<file path="src/spfs_params.svh">
`ifndef SPFS_PARAMS_SVH
`define SPFS_PARAMS_SVH

// register map, byte addresses on the 32-bit bus
`define SPFS_ADDR_W          4
`define SPFS_CTRL_OFFSET     4'h0
`define SPFS_STAT_OFFSET     4'h4

// control register layout
`define SPFS_CTRL_W          16
`define SPFS_CTRL_RESET      16'h0000
`define SPFS_CTRL_WMASK      16'h03FF
`define SPFS_FIELD_W         2
`define SPFS_NUM_PINS        5

// field encodings
`define SPFS_MODE_ALT        2'h0
`define SPFS_MODE_OUT        2'h1
`define SPFS_MODE_IN_PU      2'h2
`define SPFS_MODE_IN_NOPU    2'h3

// status register layout
`define SPFS_STAT_OE_LSB     8
`define SPFS_STAT_W          13

// serial channel pins
`define SPFS_CH0_PIN         0
`define SPFS_CH2_PIN         2
`define SPFS_RXD_IDLE        1'b1

`endif

</file>
<file path="src/spfs_pkg.sv">
`include "spfs_params.svh"

package spfs_pkg;

   typedef enum logic [1:0] {
      SPFS_ALT     = `SPFS_MODE_ALT,
      SPFS_OUT     = `SPFS_MODE_OUT,
      SPFS_IN_PU   = `SPFS_MODE_IN_PU,
      SPFS_IN_NOPU = `SPFS_MODE_IN_NOPU
   } spfs_mode_t;

   typedef enum logic [1:0] {
      SPFS_IDLE = 2'b01,
      SPFS_ACK  = 2'b10
   } spfs_state_t;

endpackage : spfs_pkg

</file>
<file path="src/spfs_pin_cell.sv">
`timescale 1ns/1ns
`include "spfs_params.svh"

module spfs_pin_cell #(
   parameter bit SERIAL = 1'b0
) (
   // mode and channel enables
   input  wire spfs_pkg::spfs_mode_t mode,
   input  wire logic                 tx_en,
   input  wire logic                 rx_en,
   // function sources
   input  wire logic                 port_out,
   input  wire logic                 ser_txd,
   input  wire logic                 alt_out,
   input  wire logic                 alt_oe,
   // pin levels
   input  wire logic                 tx_pin_in,
   input  wire logic                 rx_pin_in,
   // results
   output logic                      tx_out,
   output logic                      tx_oe,
   output logic                      pull_en,
   output logic                      port_in,
   output logic                      alt_in,
   output logic                      ser_rxd,
   output logic                      field_on
);

   logic tx_eff;
   logic rx_eff;
   logic in_pin;

   always_comb begin
      tx_eff   = SERIAL & tx_en;
      rx_eff   = SERIAL & rx_en;
      field_on = ~(tx_eff | rx_eff);
      // serial pins read port input on the receive pin, drive on transmit pin
      in_pin   = SERIAL ? rx_pin_in : tx_pin_in;
      tx_out   = alt_out;
      tx_oe    = 1'b0;
      pull_en  = 1'b0;
      port_in  = port_out;
      alt_in   = 1'b0;
      ser_rxd  = rx_eff ? rx_pin_in : `SPFS_RXD_IDLE;
      if (tx_eff) begin
         tx_out = ser_txd;
         tx_oe  = 1'b1;
      end
      if (field_on) begin
         case (mode)
            spfs_pkg::SPFS_ALT: begin
               tx_oe  = alt_oe;
               alt_in = in_pin;
            end
            spfs_pkg::SPFS_OUT: begin
               tx_out = port_out;
               tx_oe  = 1'b1;
            end
            spfs_pkg::SPFS_IN_PU: begin
               pull_en = 1'b1;
               port_in = in_pin;
            end
            default: begin
               port_in = in_pin;
            end
         endcase
      end
   end

endmodule : spfs_pin_cell

</file>
<file path="src/spfs_top.sv">
// Notes on behaviour
// - field 00 selects alternate function; 01 selects port output
// - field 10 is port input with pull-up; 11 input without pull-up
// - five read/write two-bit fields, pins 4..0, at bits 9:8 down to 1:0
// - pin 2 field applies only while channel 2 transmit and receive are off
// - channel 2 transmit enable makes pin 2 transmit pin carry serial data
// - channel 2 receive enable routes pin 2 receive pin to the channel
// - pin 2 port bit never inputs and outputs at once
// - pin 2 input mode: transmit pin driven only while transmit enabled
// - pin 0 field applies only while channel 0 transmit and receive are off
// - channel 0 transmit enable makes pin 0 transmit pin carry serial data
// - channel 0 receive enable routes pin 0 receive pin to the channel
// - pin 0 port bit never inputs and outputs at once
// - pin 0 input mode: transmit pin driven only while transmit enabled
// - bits 15 to 10 read zero; software writes only zero there
`timescale 1ns/1ns
`include "spfs_params.svh"

module spfs_top #(
   parameter int NPINS = `SPFS_NUM_PINS
) (
   // clock and reset
   input  wire logic                       clk,
   input  wire logic                       rst,
   // avalon-mm slave
   input  wire logic [`SPFS_ADDR_W-1:0]    avs_address,
   input  wire logic                       avs_read,
   input  wire logic                       avs_write,
   input  wire logic [31:0]                avs_writedata,
   input  wire logic [3:0]                 avs_byteenable,
   output logic [31:0]                     avs_readdata,
   output logic                            avs_waitrequest,
   // serial channel 0
   input  wire logic                       ch0_transmit_enable,
   input  wire logic                       ch0_receive_enable,
   input  wire logic                       ch0_txd,
   output logic                            ch0_rxd,
   input  wire logic                       ch0_receive_pin_in,
   // serial channel 2
   input  wire logic                       ch2_transmit_enable,
   input  wire logic                       ch2_receive_enable,
   input  wire logic                       ch2_txd,
   output logic                            ch2_rxd,
   input  wire logic                       ch2_receive_pin_in,
   // other alternate functions
   input  wire logic [NPINS-1:0]           alt_out,
   input  wire logic [NPINS-1:0]           alt_oe,
   output logic [NPINS-1:0]                alt_in,
   // port data
   input  wire logic [NPINS-1:0]           port_out_data,
   output logic [NPINS-1:0]                port_in_data,
   // pins (transmit pin for 0 and 2)
   input  wire logic [NPINS-1:0]           pin_in,
   output logic [NPINS-1:0]                pin_out,
   output logic [NPINS-1:0]                pin_oe,
   output logic [NPINS-1:0]                pin_pullup
);

   spfs_pkg::spfs_state_t      state;
   spfs_pkg::spfs_state_t      next_state;
   logic [`SPFS_CTRL_W-1:0]    ctrl;
   logic [`SPFS_CTRL_W-1:0]    next_ctrl;
   logic [31:0]                next_readdata;
   logic                       next_waitrequest;
   logic [`SPFS_CTRL_W-1:0]    lane_mask;
   logic [`SPFS_STAT_W-1:0]    stat;

   spfs_pkg::spfs_mode_t       mode [NPINS];
   logic [NPINS-1:0]           tx_en_vec;
   logic [NPINS-1:0]           rx_en_vec;
   logic [NPINS-1:0]           txd_vec;
   logic [NPINS-1:0]           rx_pin_vec;
   logic [NPINS-1:0]           c_tx_out;
   logic [NPINS-1:0]           c_tx_oe;
   logic [NPINS-1:0]           c_pullup;
   logic [NPINS-1:0]           c_port_in;
   logic [NPINS-1:0]           c_alt_in;
   logic [NPINS-1:0]           c_ser_rxd;
   logic [NPINS-1:0]           c_field_on;
   logic [NPINS-1:0]           field_active;
   logic [NPINS-1:0]           next_field_active;
   logic [NPINS-1:0]           next_pin_out;
   logic [NPINS-1:0]           next_pin_oe;
   logic [NPINS-1:0]           next_pin_pullup;
   logic [NPINS-1:0]           next_port_in_data;
   logic [NPINS-1:0]           next_alt_in;
   logic                       next_ch0_rxd;
   logic                       next_ch2_rxd;

   // ---------------- register bus ----------------

   always_comb begin
      lane_mask = {{8{avs_byteenable[1]}}, {8{avs_byteenable[0]}}};
      stat      = '0;
      stat[NPINS-1:0] = field_active;
      stat[`SPFS_STAT_OE_LSB +: NPINS] = pin_oe;
   end

   always_comb begin
      next_state       = state;
      next_waitrequest = 1'b1;
      next_readdata    = avs_readdata;
      next_ctrl        = ctrl;
      case (state)
         spfs_pkg::SPFS_IDLE: begin
            if (avs_read || avs_write) begin
               next_state       = spfs_pkg::SPFS_ACK;
               next_waitrequest = 1'b0;
               if (avs_read) begin
                  case (avs_address)
                     `SPFS_CTRL_OFFSET: begin
                        next_readdata = {16'h0000, ctrl};
                     end
                     `SPFS_STAT_OFFSET: begin
                        next_readdata = {19'h0_0000, stat};
                     end
                     default: begin
                        next_readdata = 32'h0000_0000;
                     end
                  endcase
               end
            end
         end
         spfs_pkg::SPFS_ACK: begin
            next_state = spfs_pkg::SPFS_IDLE;
            // write lands on the edge where waitrequest is seen low
            if (avs_write && avs_address == `SPFS_CTRL_OFFSET) begin
               next_ctrl = (ctrl & ~(lane_mask & `SPFS_CTRL_WMASK))
                         | (avs_writedata[15:0] & lane_mask & `SPFS_CTRL_WMASK);
            end
         end
         default: begin
            next_state = spfs_pkg::SPFS_IDLE;
         end
      endcase
   end

   always_ff @(posedge clk) begin
      if (rst) begin
         state           <= spfs_pkg::SPFS_IDLE;
         avs_waitrequest <= 1'b1;
         avs_readdata    <= 32'h0000_0000;
         ctrl            <= `SPFS_CTRL_RESET;
      end else begin
         state           <= next_state;
         avs_waitrequest <= next_waitrequest;
         avs_readdata    <= next_readdata;
         ctrl            <= next_ctrl;
      end
   end

   // ---------------- pin function select ----------------

   always_comb begin
      tx_en_vec  = '0;
      rx_en_vec  = '0;
      txd_vec    = '0;
      rx_pin_vec = pin_in;
      tx_en_vec[`SPFS_CH0_PIN]  = ch0_transmit_enable;
      rx_en_vec[`SPFS_CH0_PIN]  = ch0_receive_enable;
      txd_vec[`SPFS_CH0_PIN]    = ch0_txd;
      rx_pin_vec[`SPFS_CH0_PIN] = ch0_receive_pin_in;
      tx_en_vec[`SPFS_CH2_PIN]  = ch2_transmit_enable;
      rx_en_vec[`SPFS_CH2_PIN]  = ch2_receive_enable;
      txd_vec[`SPFS_CH2_PIN]    = ch2_txd;
      rx_pin_vec[`SPFS_CH2_PIN] = ch2_receive_pin_in;
   end

   for (genvar i = 0; i < NPINS; i++) begin : g_pin
      assign mode[i] = spfs_pkg::spfs_mode_t'(ctrl[i*`SPFS_FIELD_W +: `SPFS_FIELD_W]);

      spfs_pin_cell #(
         .SERIAL (i == `SPFS_CH0_PIN || i == `SPFS_CH2_PIN)
      ) i_spfs_pin_cell (
         .mode      (mode[i]),
         .tx_en     (tx_en_vec[i]),
         .rx_en     (rx_en_vec[i]),
         .port_out  (port_out_data[i]),
         .ser_txd   (txd_vec[i]),
         .alt_out   (alt_out[i]),
         .alt_oe    (alt_oe[i]),
         .tx_pin_in (pin_in[i]),
         .rx_pin_in (rx_pin_vec[i]),
         .tx_out    (c_tx_out[i]),
         .tx_oe     (c_tx_oe[i]),
         .pull_en   (c_pullup[i]),
         .port_in   (c_port_in[i]),
         .alt_in    (c_alt_in[i]),
         .ser_rxd   (c_ser_rxd[i]),
         .field_on  (c_field_on[i])
      );
   end

   always_comb begin
      next_pin_out      = c_tx_out;
      next_pin_oe       = c_tx_oe;
      next_pin_pullup   = c_pullup;
      next_port_in_data = c_port_in;
      next_alt_in       = c_alt_in;
      next_field_active = c_field_on;
      next_ch0_rxd      = c_ser_rxd[`SPFS_CH0_PIN];
      next_ch2_rxd      = c_ser_rxd[`SPFS_CH2_PIN];
   end

   always_ff @(posedge clk) begin
      if (rst) begin
         pin_out      <= '0;
         pin_oe       <= '0;
         pin_pullup   <= '0;
         port_in_data <= '0;
         alt_in       <= '0;
         field_active <= '1;
         ch0_rxd      <= `SPFS_RXD_IDLE;
         ch2_rxd      <= `SPFS_RXD_IDLE;
      end else begin
         pin_out      <= next_pin_out;
         pin_oe       <= next_pin_oe;
         pin_pullup   <= next_pin_pullup;
         port_in_data <= next_port_in_data;
         alt_in       <= next_alt_in;
         field_active <= next_field_active;
         ch0_rxd      <= next_ch0_rxd;
         ch2_rxd      <= next_ch2_rxd;
      end
   end

   // ---------------- checks ----------------

   a_reset_fields_alt: assert property (
      @(posedge clk) disable iff (rst)
      $past(rst) |-> (ctrl == `SPFS_CTRL_RESET && avs_waitrequest)
   ) else $error("fields not cleared after reset");

   a_reserved_read_zero: assert property (
      @(posedge clk) disable iff (rst)
      (state == spfs_pkg::SPFS_ACK && avs_read && avs_address == `SPFS_CTRL_OFFSET)
      |-> (avs_readdata[31:10] == 22'h00_0000 && !avs_waitrequest)
   ) else $error("reserved control bits read nonzero");

   a_field_write_lands: assert property (
      @(posedge clk) disable iff (rst)
      (state == spfs_pkg::SPFS_ACK && avs_write && avs_address == `SPFS_CTRL_OFFSET
       && avs_byteenable[1:0] == 2'b11)
      |=> ctrl == ($past(avs_writedata[15:0]) & `SPFS_CTRL_WMASK)
   ) else $error("control write not stored");

   a_ch0_port_out: assert property (
      @(posedge clk) disable iff (rst)
      (!ch0_transmit_enable && !ch0_receive_enable && mode[0] == spfs_pkg::SPFS_OUT)
      |=> (pin_oe[0] && pin_out[0] == $past(port_out_data[0]))
   ) else $error("pin 0 port output not driven");

   a_pin1_pullup: assert property (
      @(posedge clk) disable iff (rst)
      (mode[1] == spfs_pkg::SPFS_IN_PU) |=> (pin_pullup[1] && !pin_oe[1])
      ##0 (port_in_data[1] == $past(pin_in[1]))
   ) else $error("pin 1 input with pull-up wrong");

   a_pin3_no_pullup: assert property (
      @(posedge clk) disable iff (rst)
      (mode[3] == spfs_pkg::SPFS_IN_NOPU) |=> (!pin_pullup[3] && !pin_oe[3])
   ) else $error("pin 3 input without pull-up wrong");

   a_ch2_tx_override: assert property (
      @(posedge clk) disable iff (rst)
      ch2_transmit_enable |=> (pin_oe[2] && pin_out[2] == $past(ch2_txd) && !field_active[2])
   ) else $error("channel 2 transmit not on pin");

   a_ch0_tx_override: assert property (
      @(posedge clk) disable iff (rst)
      ch0_transmit_enable |=> (pin_oe[0] && pin_out[0] == $past(ch0_txd))
   ) else $error("channel 0 transmit not on pin");

   a_ch2_rx_route: assert property (
      @(posedge clk) disable iff (rst)
      ch2_receive_enable |=> (ch2_rxd == $past(ch2_receive_pin_in) && !pin_pullup[2])
   ) else $error("channel 2 receive not routed");

   a_ch0_rx_route: assert property (
      @(posedge clk) disable iff (rst)
      ch0_receive_enable |=> ch0_rxd == $past(ch0_receive_pin_in)
   ) else $error("channel 0 receive not routed");

   a_ch2_input_hiz: assert property (
      @(posedge clk) disable iff (rst)
      (mode[2][1] && !ch2_transmit_enable) |=> !pin_oe[2]
   ) else $error("pin 2 transmit pin driven in input mode");

   a_ch0_input_hiz: assert property (
      @(posedge clk) disable iff (rst)
      (mode[0][1] && !ch0_transmit_enable) |=> !pin_oe[0]
   ) else $error("pin 0 transmit pin driven in input mode");

   a_ch2_port_in: assert property (
      @(posedge clk) disable iff (rst)
      (!ch2_transmit_enable && !ch2_receive_enable && mode[2][1])
      |=> (port_in_data[2] == $past(ch2_receive_pin_in) && !pin_oe[2])
   ) else $error("pin 2 port input and output together");

   a_ch0_port_in: assert property (
      @(posedge clk) disable iff (rst)
      (!ch0_transmit_enable && !ch0_receive_enable && mode[0][1])
      |=> (port_in_data[0] == $past(ch0_receive_pin_in) && !pin_oe[0])
   ) else $error("pin 0 port input and output together");

   a_ch2_field_gate: assert property (
      @(posedge clk) disable iff (rst)
      (ch2_receive_enable && !ch2_transmit_enable && mode[2] == spfs_pkg::SPFS_OUT)
      |=> (!pin_oe[2] && !field_active[2])
   ) else $error("pin 2 field active with channel on");

   a_ch0_field_gate: assert property (
      @(posedge clk) disable iff (rst)
      (ch0_receive_enable && !ch0_transmit_enable && mode[0] == spfs_pkg::SPFS_OUT)
      |=> (!pin_oe[0] && !field_active[0])
   ) else $error("pin 0 field active with channel on");

   a_bus_one_wait: assert property (
      @(posedge clk) disable iff (rst)
      (state == spfs_pkg::SPFS_IDLE && (avs_read || avs_write))
      |=> !avs_waitrequest ##1 avs_waitrequest
   ) else $error("waitrequest not low for one cycle");

endmodule : spfs_top

</file>
<file path="config.mk">
export PLATFORM = sky130hd
export DESIGN_NAME = spfs_top
export DESIGN_NICKNAME = d
export VERILOG_FILES = /design/src/spfs_pkg.sv /design/src/spfs_pin_cell.sv /design/src/spfs_top.sv
export VERILOG_INCLUDE_DIRS = /design/src /design/src/src
export SDC_FILE = /design/constraint.sdc
export NUM_CORES = 1
export LEC_CHECK = 0
export BUFFER_PORTS_ARGS = -buffer_cell sky130_fd_sc_hd__clkbuf_2
export CAP_MARGIN = 20
export CORE_ASPECT_RATIO = 1.25
export CORE_MARGIN = 2
export CORE_UTILIZATION = 41
export CTS_CLUSTER_SIZE = 14
export DETAILED_ROUTE_END_ITERATION = 8
export PLACE_DENSITY = 0.77
export SLEW_MARGIN = 20
export SYNTH_ARGS = -nofsm -noshare
export SYNTH_HDL_FRONTEND = slang
export SYNTH_HIERARCHICAL = 1
export SYNTH_SLANG_ARGS = --single-unit
</file>
<file path="constraint.sdc">
create_clock -name clk -period 1.05 [get_ports clk]
set_input_delay 0.105 -clock clk [delete_from_list [all_inputs] [get_ports clk]]
set_output_delay 0.105 -clock clk [all_outputs]
set_load 0.005 [all_outputs]
</file>
==> results of run 1 <==
==> routing by layer <==
metal  part of all wire (%)  global-route usage, %
met1                     40                   17.9
met2                     52                   29.4
met4                    1.8                   9.09
met3                    6.0                   3.22
met5                      0                      0
==> per-stage QoR <==
step	hold WS (ps)	TNS, ps	setup WS, ps	power (mW)
global route	13.2	-2080	-147	5.07
CTS	5.60	-284	-67.0	4.82
floorplan	205	-87.9	-22.0	2.69
detailed placement	346	-2910	-179	2.93
global placement	337	-1960	-115	2.91
finish	16.9	-603	-103	4.85
==> power by group through the flow <==
stage	logic [mW]	clock network [mW]	registers [mW]
2_1_floorplan	0.306	0	2.38
3_3_place_gp	0.530	0	2.38
3_5_place_dp	0.545	0	2.38
4_1_cts	0.570	1.91	2.34
5_1_grt	0.716	2.01	2.35
6_report	0.648	1.86	2.34
==> timing repair <==
action / CTS / global route
hold endpoints to repair: 1 / 0
gates cloned: 0 / 2
hold buffers: 1 / 0
resized for setup: 14 / 40
buffers inserted: 0 / 2
setup endpoints to repair: 18 / 33
pin swaps: 1 / 13
==> final timing paths <==
path,depth (start not counted),slack (ps),end,from
max reg2reg,4,-100,flip-flop,state[1]$_SDFFE_PP0N_
max,4,-100,flip-flop,state[1]$_SDFFE_PP0N_
min,3,20,flip-flop,avs_writedata[3]
min reg2reg,2,470,avs_readdata[10]$_SDFFE_PP0P_,avs_readdata[10]$_SDFFE_PP0P_
==> layout make-up <==
class	instances	area (um^2)
well taps	66	82.6
clock inverters	3	42.5
repair buffers	120	787
flip-flops and latches	58	1170
fillers	505	2250
inverters	3	11.3
multi-input cells	178	1340
clock buffers	11	131
==> worst register-to-register path: stages, from the launching register on <==
cell     delay [ps]
dfxtp_2         340
nor2b_4         140
buf_4           110
and4_4          220
mux2i_1         240
==> layout by cell type (no fill, tap or decap), types with 3 or more instances in the layout <==
cell type / n
nor3b_1: 4
or2_2: 7
a221oi_2: 5
mux2_2: 3
mux2i_1: 12
nand3_1: 4
buf_12: 5
a21oi_1: 3
buf_6: 5
nor3_1: 6
conb_1: 22
dfxtp_2: 7
buf_4: 22
dfxtp_1: 50
clkbuf_8: 9
nor2b_1: 26
nand2b_1: 24
nand2_2: 4
nor2_1: 16
clkbuf_2: 86
nor2_2: 3
inv_1: 3
a21oi_2: 5
mux2_4: 5
==> reports/metrics.cfg, run 1 <==
[critical_path]
cp_max_fo = 4
critical_path_class = flip-flop to flip-flop
cp.arrival_ps = 1380
crit_path_end_kind = flip-flop
critPathLaunchType = flip-flop
worst-path-buf-inv = 1
crit_required_ps = 1280
crit_slowest_cell = dfxtp_2
cp_top_family = simple AND/OR/NAND/NOR gates
cpPeakStageDelay_ps = 340
path_cells = nor2b_4 -> buf_4 -> and4_4 -> mux2i_1

[clocking]
tritoncts = built
cts_buffers = 9
path_clk_slew_ps = 60
cts_buffer_depth = 2
cts_root_buf = clkbuf_8
h-tree-depth = 3
insertion_delay_ps = 320
cts.sinks = 58

[floorplanning]
core-area_mm2 = 0.00582
fp.dieW_um = 73.6
io_pins = 132
rows = 31
die_h_um = 91.0
die_area_mm2 = 0.00670
initial_utilization_pct = 42.7

[timing]
fin_crit_sh_pct = 110
min_period_ps = 1150
setup_viol = 19
maxSlewViolCount = 0
setup_ws_ps = -103
rsz0062_at_grt = true
skew_ps = 5.02
fmax_ghz = 0.867
hold_viol_final = 0

[route]
drt-pass1-iter-count = 4
postRouteAntennaNets = 0
first_iter_violations = 36
wl_mm = 5.76
post_drt_wl_per_cell_um = 13.1
viasPerCell = 4.70
vias = 2065
drcViolationCount = 0

[synthesis]
syn_avg_cell_area_um2 = 9.78
netlist_instances = 254
synth_area_mm2 = 0.00248
yosys_warnings = 6

[power]
swShare_pct = 23.4
internal_power_mw = 3.71
p_switching_mw = 1.13
seqPwrFrac_pct = 48.3
p_leak_nw = 1.63
power.density_mw_per_mm2 = 1360
p_comb_share_pct = 13.4
irDropWorstVdd_mv = 0.619
clockPowerShare_pct = 38.3

[layout]
syn_to_final_growth_pct = 43.6
final_util_pct = 61.3
stdcell_count = 439
antenna_cells = 0
design_area_mm2 = 0.00357
final_nets = 442
drive_gt1_share_pct = 51.5

[placed_design]
place_inst = 420
hpwl_mm = 3.95
port_buffers = 86
routabilityCongestion = 0.741
placed_cell_area_mm2 = 0.00313

[global_routing]
gr-usage-all-layers_pct = 16.6
antenna_found_initial = 0
grt_pass1_wl_mm = 8.56
grt_max_degree = 21
grt_pass1_vias = 1958
grt.overflow.total = 0

[status]
outcome = finished, violations left
violations = negative setup slack

[run]
cap_violations = 0

[min_path]
hp-class = input pin to flip-flop

(Power assumes the default switching activity.)
==> run 2, diff against run 1 <==
==> constraint.sdc (replaced) <==
create_clock -name clk -period 1.05 [get_ports clk]
set_input_delay 0.0525 -clock clk [delete_from_list [all_inputs] [get_ports clk]]
set_output_delay 0.0525 -clock clk [all_outputs]
set_load 0.005 [all_outputs]
==> run 2 against run 1 <==
  * Non-clock buffer count grew 4
  * Register-to-register slack better by 70 ps
  * The flow still finishes with violations (negative setup slack)
  * Design area fell by 0.95%
  * Die area did not move
  * Critical path type unchanged
  * Final cell count increased by 1.1%
  * Power is 0.60% higher
  * Flip-flop and latch count stayed put
==> reports/metrics.cfg, run 2 (synthesis results as in run 1) <==
[layout]
design_area_mm2 = 0.00353  ; -0.95%
fillCellCount = 504  ; -0.20%
syn_to_final_growth_pct = 42.3
final_nets = 446  ; +0.90%
final_util_pct = 60.7  ; -0.58 points
drive_gt1_share_pct = 44.7  ; -6.8 points
final_common_cell = clkbuf_2
antenna_cells = 0  ; unchanged
final_cell_mix = clkbuf_2, dfxtp_1, nor2b_1

[status]
violations = negative setup slack
outcome = finished, violations left

[clocking]
insertion_delay_ps = 320  ; about the same
cts_buffers = 9  ; unchanged
h-tree-depth = 3  ; unchanged
path_clk_slew_ps = 60  ; about the same
tritoncts = built
cts_buffer_depth = 2  ; unchanged
cts_root_buf = clkbuf_8
cts.sinks = 58  ; unchanged

[critical_path]
critical_path_class = flip-flop to flip-flop
cp.arrival_ps = 1330  ; -50 ps
cpPeakStageDelay_ps = 340  ; about the same
crit_slowest_cell = dfxtp_2
cp_num_cells = 4  ; unchanged
worst-path-buf-inv = 1  ; unchanged
startpoint = state[1]$_SDFFE_PP0N_
rrSetupSlack_ps = -30  ; +70 ps
crit_path_end_kind = flip-flop
path_cells = nor2b_4 -> and4_4 -> buf_12 -> mux2i_1
worstReg2RegStart = state[1]$_SDFFE_PP0N_
rr_worst_depth = 4  ; unchanged
cp_top_family = simple AND/OR/NAND/NOR gates
critPathLaunchType = flip-flop
crit_required_ps = 1300  ; +20 ps
cp_max_fo = 8  ; +4

[power]
p_comb_share_pct = 12.7  ; -0.7 points
seqPwrFrac_pct = 48.0  ; -0.3 points
p_total_mw = 4.88  ; +0.60%
p_switching_mw = 1.10  ; -3.3%
clockPowerShare_pct = 39.3  ; +1.0 points
swShare_pct = 22.5  ; -0.90 points
internal_power_mw = 3.78  ; +1.8%
irDropWorstVdd_mv = 0.622  ; +0.36%
p_leak_nw = 1.62  ; -0.20%
power.density_mw_per_mm2 = 1380  ; +1.6%

[floorplanning]
die_area_mm2 = 0.00670  ; unchanged
die_h_um = 91.0  ; unchanged
rows = 31  ; unchanged
core-area_mm2 = 0.00582  ; unchanged
io_pins = 132  ; unchanged
initial_utilization_pct = 42.7  ; unchanged
fp.dieW_um = 73.6  ; unchanged

[route]
drt-pass1-iter-count = 4  ; unchanged
vias = 2083  ; +0.87%
viasPerCell = 4.69  ; -0.26%
first_iter_violations = 69  ; +92%
postRouteAntennaNets = 0  ; unchanged
wl_mm = 5.42  ; -6.0%
post_drt_wl_per_cell_um = 12.2  ; -7.1%
drcViolationCount = 0  ; unchanged

[timing]
setup_viol = 9  ; -10
tns_ps = -210  ; +393 ps
fmax_ghz = 0.924  ; +6.6%
fin_crit_sh_pct = 103  ; -6.8 points
maxSlewViolCount = 0  ; unchanged
min_period_ps = 1080  ; -71.0 ps
setup_ws_ps = -32.3  ; +71.0 ps
skew_ps = 3.26  ; -1.75 ps
rsz0062_at_grt = true
worst_hold_slack_ps = 37.7  ; +20.9 ps
hold_viol_final = 0  ; unchanged

[run]
cap_violations = 0  ; unchanged

[global_routing]
antenna_found_initial = 0  ; unchanged
grt_max_degree = 26  ; +24%
grt.overflow.total = 0  ; unchanged
grt_pass1_vias = 1975  ; +0.87%
gr-usage-all-layers_pct = 16.9  ; +0.28 points
grt_pass1_wl_mm = 8.71  ; +1.8%

[min_path]
hp-class = input pin to flip-flop

[placed_design]
routabilityCongestion = 0.781  ; +5.4%
hpwl_mm = 3.82  ; -3.3%
placed_cell_area_mm2 = 0.00310  ; -1.1%
port_buffers = 86  ; unchanged

==> run 2: changes by cell type in the layout (fill, tap and decap cells not counted), sizes merged <==
cell         previous run  this run
clkinv                  1         2
dlygate4sd3             1        12
clkinvlp                1         0
buf                    32        26
==> run 2: how the worst min path moves through the flow <==
stage                             from                    end  slack [ps]  depth (start not counted)
floorplan                     avs_read  state[0]$_SDFFE_PP1N_         150                          1
global placement              avs_read  state[0]$_SDFFE_PP1N_         290                          2
detailed placement            avs_read  state[0]$_SDFFE_PP1N_         300                          2
CTS                 ch0_receive_pin_in     ch0_rxd$_SDFF_PP1_          20                          3
global route        ch0_receive_pin_in     ch0_rxd$_SDFF_PP1_          40                          3
finish              ch2_receive_pin_in     ch2_rxd$_SDFF_PP1_          40                          3
==> run 2: timing repair <==
item / CTS / global route
hold buffers: 12 / 0
resized for setup: 11 / 17
pin swaps: 1 / 3
endpoints found under the setup margin: 18 / 31
endpoints found under the hold margin: 12 / 0
buffers inserted: 0 / 0
gates cloned: 0 / 1
==> run 2: per-layer routing <==
layer | up-vias | track usage [%] | share of wire, % | routed length (um)
met1 | 957 | 19.8 | 42 | 2250
li1 | 1045 | - | - | -
met4 | 0 | 10.8 | 2.3 | 127
met3 | 10 | 3.00 | 5.1 | 277
met2 | 71 | 27.6 | 51 | 2760
met5 | - | 0 | 0 | 0
==> run 2: final cells by class <==
cell class	instances	area [um^2]	area share, %
clock buffers	12	145	4.11
clock inverters	3	40.0	1.13
inverters	3	11.3	0.319
multi-input cells	178	1260	35.6
flip-flops and latches	58	1170	33.2
well taps	66	82.6	2.34
repair buffers	124	823	23.3
==> run 2: stage by stage <==
| stage | instances | setup slack (ps) |
|---|---|---|
| final | 444 | -32.3 |
| after global routing | 444 | -118 |
| after CTS | 444 | -36.0 |
| after detailed placement | 417 | -130 |
| after global placement | 417 | -81.9 |
| after floorplan | 272 | -22.0 |
==> run 2: power groups by stage <==
| stage | registers (mW) | logic [mW] | clock network (mW) |
|---|---|---|---|
| after floorplan | 2.38 | 0.306 | 0 |
| after global placement | 2.38 | 0.520 | 0 |
| after detailed placement | 2.38 | 0.530 | 0 |
| after CTS | 2.34 | 0.586 | 1.99 |
| after global routing | 2.35 | 0.688 | 2.11 |
| final | 2.34 | 0.618 | 1.92 |
==> run 2: tightest hold or removal path, cell delays in order <==
cell and delay [ps]:
clkbuf_2 100, nand2b_1 90, or2_2 90
==> run 3, diff against run 2 <==
PLACE_DENSITY = 0.82   (was 0.77)
==> run 3 against run 2 <==
  * The flow still finishes with violations (negative setup slack)
  * Sequential power barely moved
  * Design area up 1.9%
  * Clock power up 10%
  * Global-route usage grew 0.15 points
  * Die area unchanged
  * Flip-flop and latch count stayed put
  * Clock skew is 5.6 ps higher
  * Sequential share of layout area down 0.59 points
  * Combinational power rose by 4.0%
  * Non-clock buffer count down 4
  * Setup slack got worse by 14 ps
  * Fmax down 1.3%
==> reports/metrics.cfg, run 3 (synthesis results as in run 1) <==
[floorplanning]
initial_utilization_pct = 42.7  ; unchanged
fp.dieW_um = 73.6  ; unchanged
io_pins = 132  ; unchanged
rows = 31  ; unchanged
die_h_um = 91.0  ; unchanged
die_area_mm2 = 0.00670  ; unchanged
core-area_mm2 = 0.00582  ; unchanged

[critical_path]
cp.arrival_ps = 1350  ; +20 ps
cp_max_fo = 8  ; unchanged
crit_required_ps = 1300  ; about the same
crit_path_end_kind = flip-flop
critical_path_class = flip-flop to flip-flop
critPathLaunchType = flip-flop

[clocking]
h-tree-depth = 3  ; unchanged
post_cts_buffers = 0  ; unchanged
cts_buffers = 9  ; unchanged
cts_root_buf = clkbuf_8
insertion_delay_ps = 330  ; about the same
cts_buffer_depth = 2  ; unchanged
path_clk_slew_ps = 60  ; about the same
cts.sinks = 58  ; unchanged
tritoncts = built

[timing]
setup_ws_ps = -46.3  ; -14.0 ps
skew_ps = 8.91  ; +5.65 ps
rsz0062_at_grt = true
min_period_ps = 1100  ; +14.0 ps
fmax_ghz = 0.912  ; -1.3%
hold_viol_final = 0  ; unchanged
setup_viol = 13  ; +4
maxSlewViolCount = 0  ; unchanged
fin_crit_sh_pct = 104  ; +1.3 points
worst_hold_slack_ps = 24.9  ; -12.9 ps

[placed_design]
hpwl_mm = 3.85  ; +0.95%
port_buffers = 86  ; unchanged
routabilityCongestion = 0.729  ; -6.7%

[route]
viasPerCell = 4.71  ; +0.47%
postRouteAntennaNets = 0  ; unchanged
post_drt_wl_per_cell_um = 12.9  ; +5.8%
first_iter_violations = 57  ; -17%
drcViolationCount = 0  ; unchanged
wl_mm = 5.68  ; +4.9%
drt-pass1-iter-count = 4  ; unchanged
vias = 2074  ; -0.43%

[layout]
final_nets = 442  ; -0.90%
drive_gt1_share_pct = 48.1  ; +3.4 points
seqCellArea_mm2 = 0.00117  ; +0.11%
final_cell_mix = clkbuf_2, dfxtp_1, nor2b_1
fillCellCount = 493  ; -2.2%
final_common_cell = clkbuf_2
final_util_pct = 61.9  ; +1.2 points
multiInputGateArea_mm2 = 0.00134  ; +6.4%
antenna_cells = 0  ; unchanged
syn_to_final_growth_pct = 45.0

[status]
outcome = finished, violations left
violations = negative setup slack

[global_routing]
use_met3_pct = 3.88  ; +0.89 points
grt_pass1_vias = 1998  ; +1.2%
grt_pass1_wl_mm = 8.80  ; +1.0%
met2_usage_pct = 27.5  ; -0.15 points
antenna_found_initial = 0  ; unchanged
grt_max_degree = 25  ; -3.8%
grt.overflow.total = 0  ; unchanged
gr-usage-all-layers_pct = 17.1  ; +0.15 points
grt_use_met1_pct = 20.1  ; +0.30 points
grt_busiest_layer = met2

[power]
irDropWorstVdd_mv = 0.782  ; +26%
power.density_mw_per_mm2 = 1420  ; +2.8%
p_leak_nw = 1.64  ; +0.86%

[run]
cap_violations = 0  ; unchanged

[min_path]
hp-class = input pin to flip-flop

run 3: final timing paths:
| check | start | end | slack [ps] | cells past startpoint |
|---|---|---|---|---|
| max | state[1]$_SDFFE_PP0N_ | flip-flop | -50 | 4 |
| min | ch0_receive_pin_in | ch0_rxd$_SDFF_PP1_ | 20 | 3 |
| min reg2reg | pin_oe[4]$_SDFF_PP0_ | avs_readdata[12]$_SDFFE_PP0P_ | 470 | 2 |
| max reg2reg | state[1]$_SDFFE_PP0N_ | flip-flop | -50 | 4 |
run 3: cell type report:
cell class | count | area share, %
flip-flops and latches | 58 | 32.6
repair buffers | 120 | 22.1
well taps | 66 | 2.29
clock buffers | 12 | 3.75
inverters | 3 | 0.313
clock inverters | 3 | 1.81
multi-input cells | 178 | 37.2
run 3: what timing repair did:
| action | CTS | global route |
|---|---|---|
| hold buffers | 11 | 0 |
| pin swaps | 1 | 14 |
| endpoints found under the hold margin | 10 | 0 |
| gates resized for setup | 9 | 40 |
| setup endpoints to repair | 18 | 27 |
| cloned | 0 | 1 |
run 3: worst max-delay path, stage by stage (launching register included):
cell     delay, ps
dfxtp_2        350
nor2b_4        140
and4_4         220
buf_12         130
mux2i_1        180
run 3: where the power goes:
part / switching, mW / internal, mW / total [mW]
registers: 0.0517 / 2.29 / 2.35
clock network: 0.795 / 1.32 / 2.12
logic: 0.295 / 0.348 / 0.643
run 3: stage by stage:
stage	std cells	total power [mW]	TNS, ps	cell area [um^2]	setup slack [ps]
2_1_floorplan	272	2.69	-87.9	2560	-22.0
3_3_place_gp	414	2.89	-800	3080	-74.5
3_5_place_dp	414	2.90	-1480	3080	-102
4_1_cts	440	5.08	-350	3420	-51.5
5_1_grt	440	5.34	-1340	3600	-95.2
6_report	440	5.11	-277	3600	-46.3
run 3: per-layer routing:
| metal | wire length, um | vias up |
|---|---|---|
| met4 | 119 | 0 |
| met3 | 310 | 9 |
| met1 | 2400 | 953 |
| met5 | 0 | - |
| li1 | - | 1034 |
| met2 | 2850 | 78 |
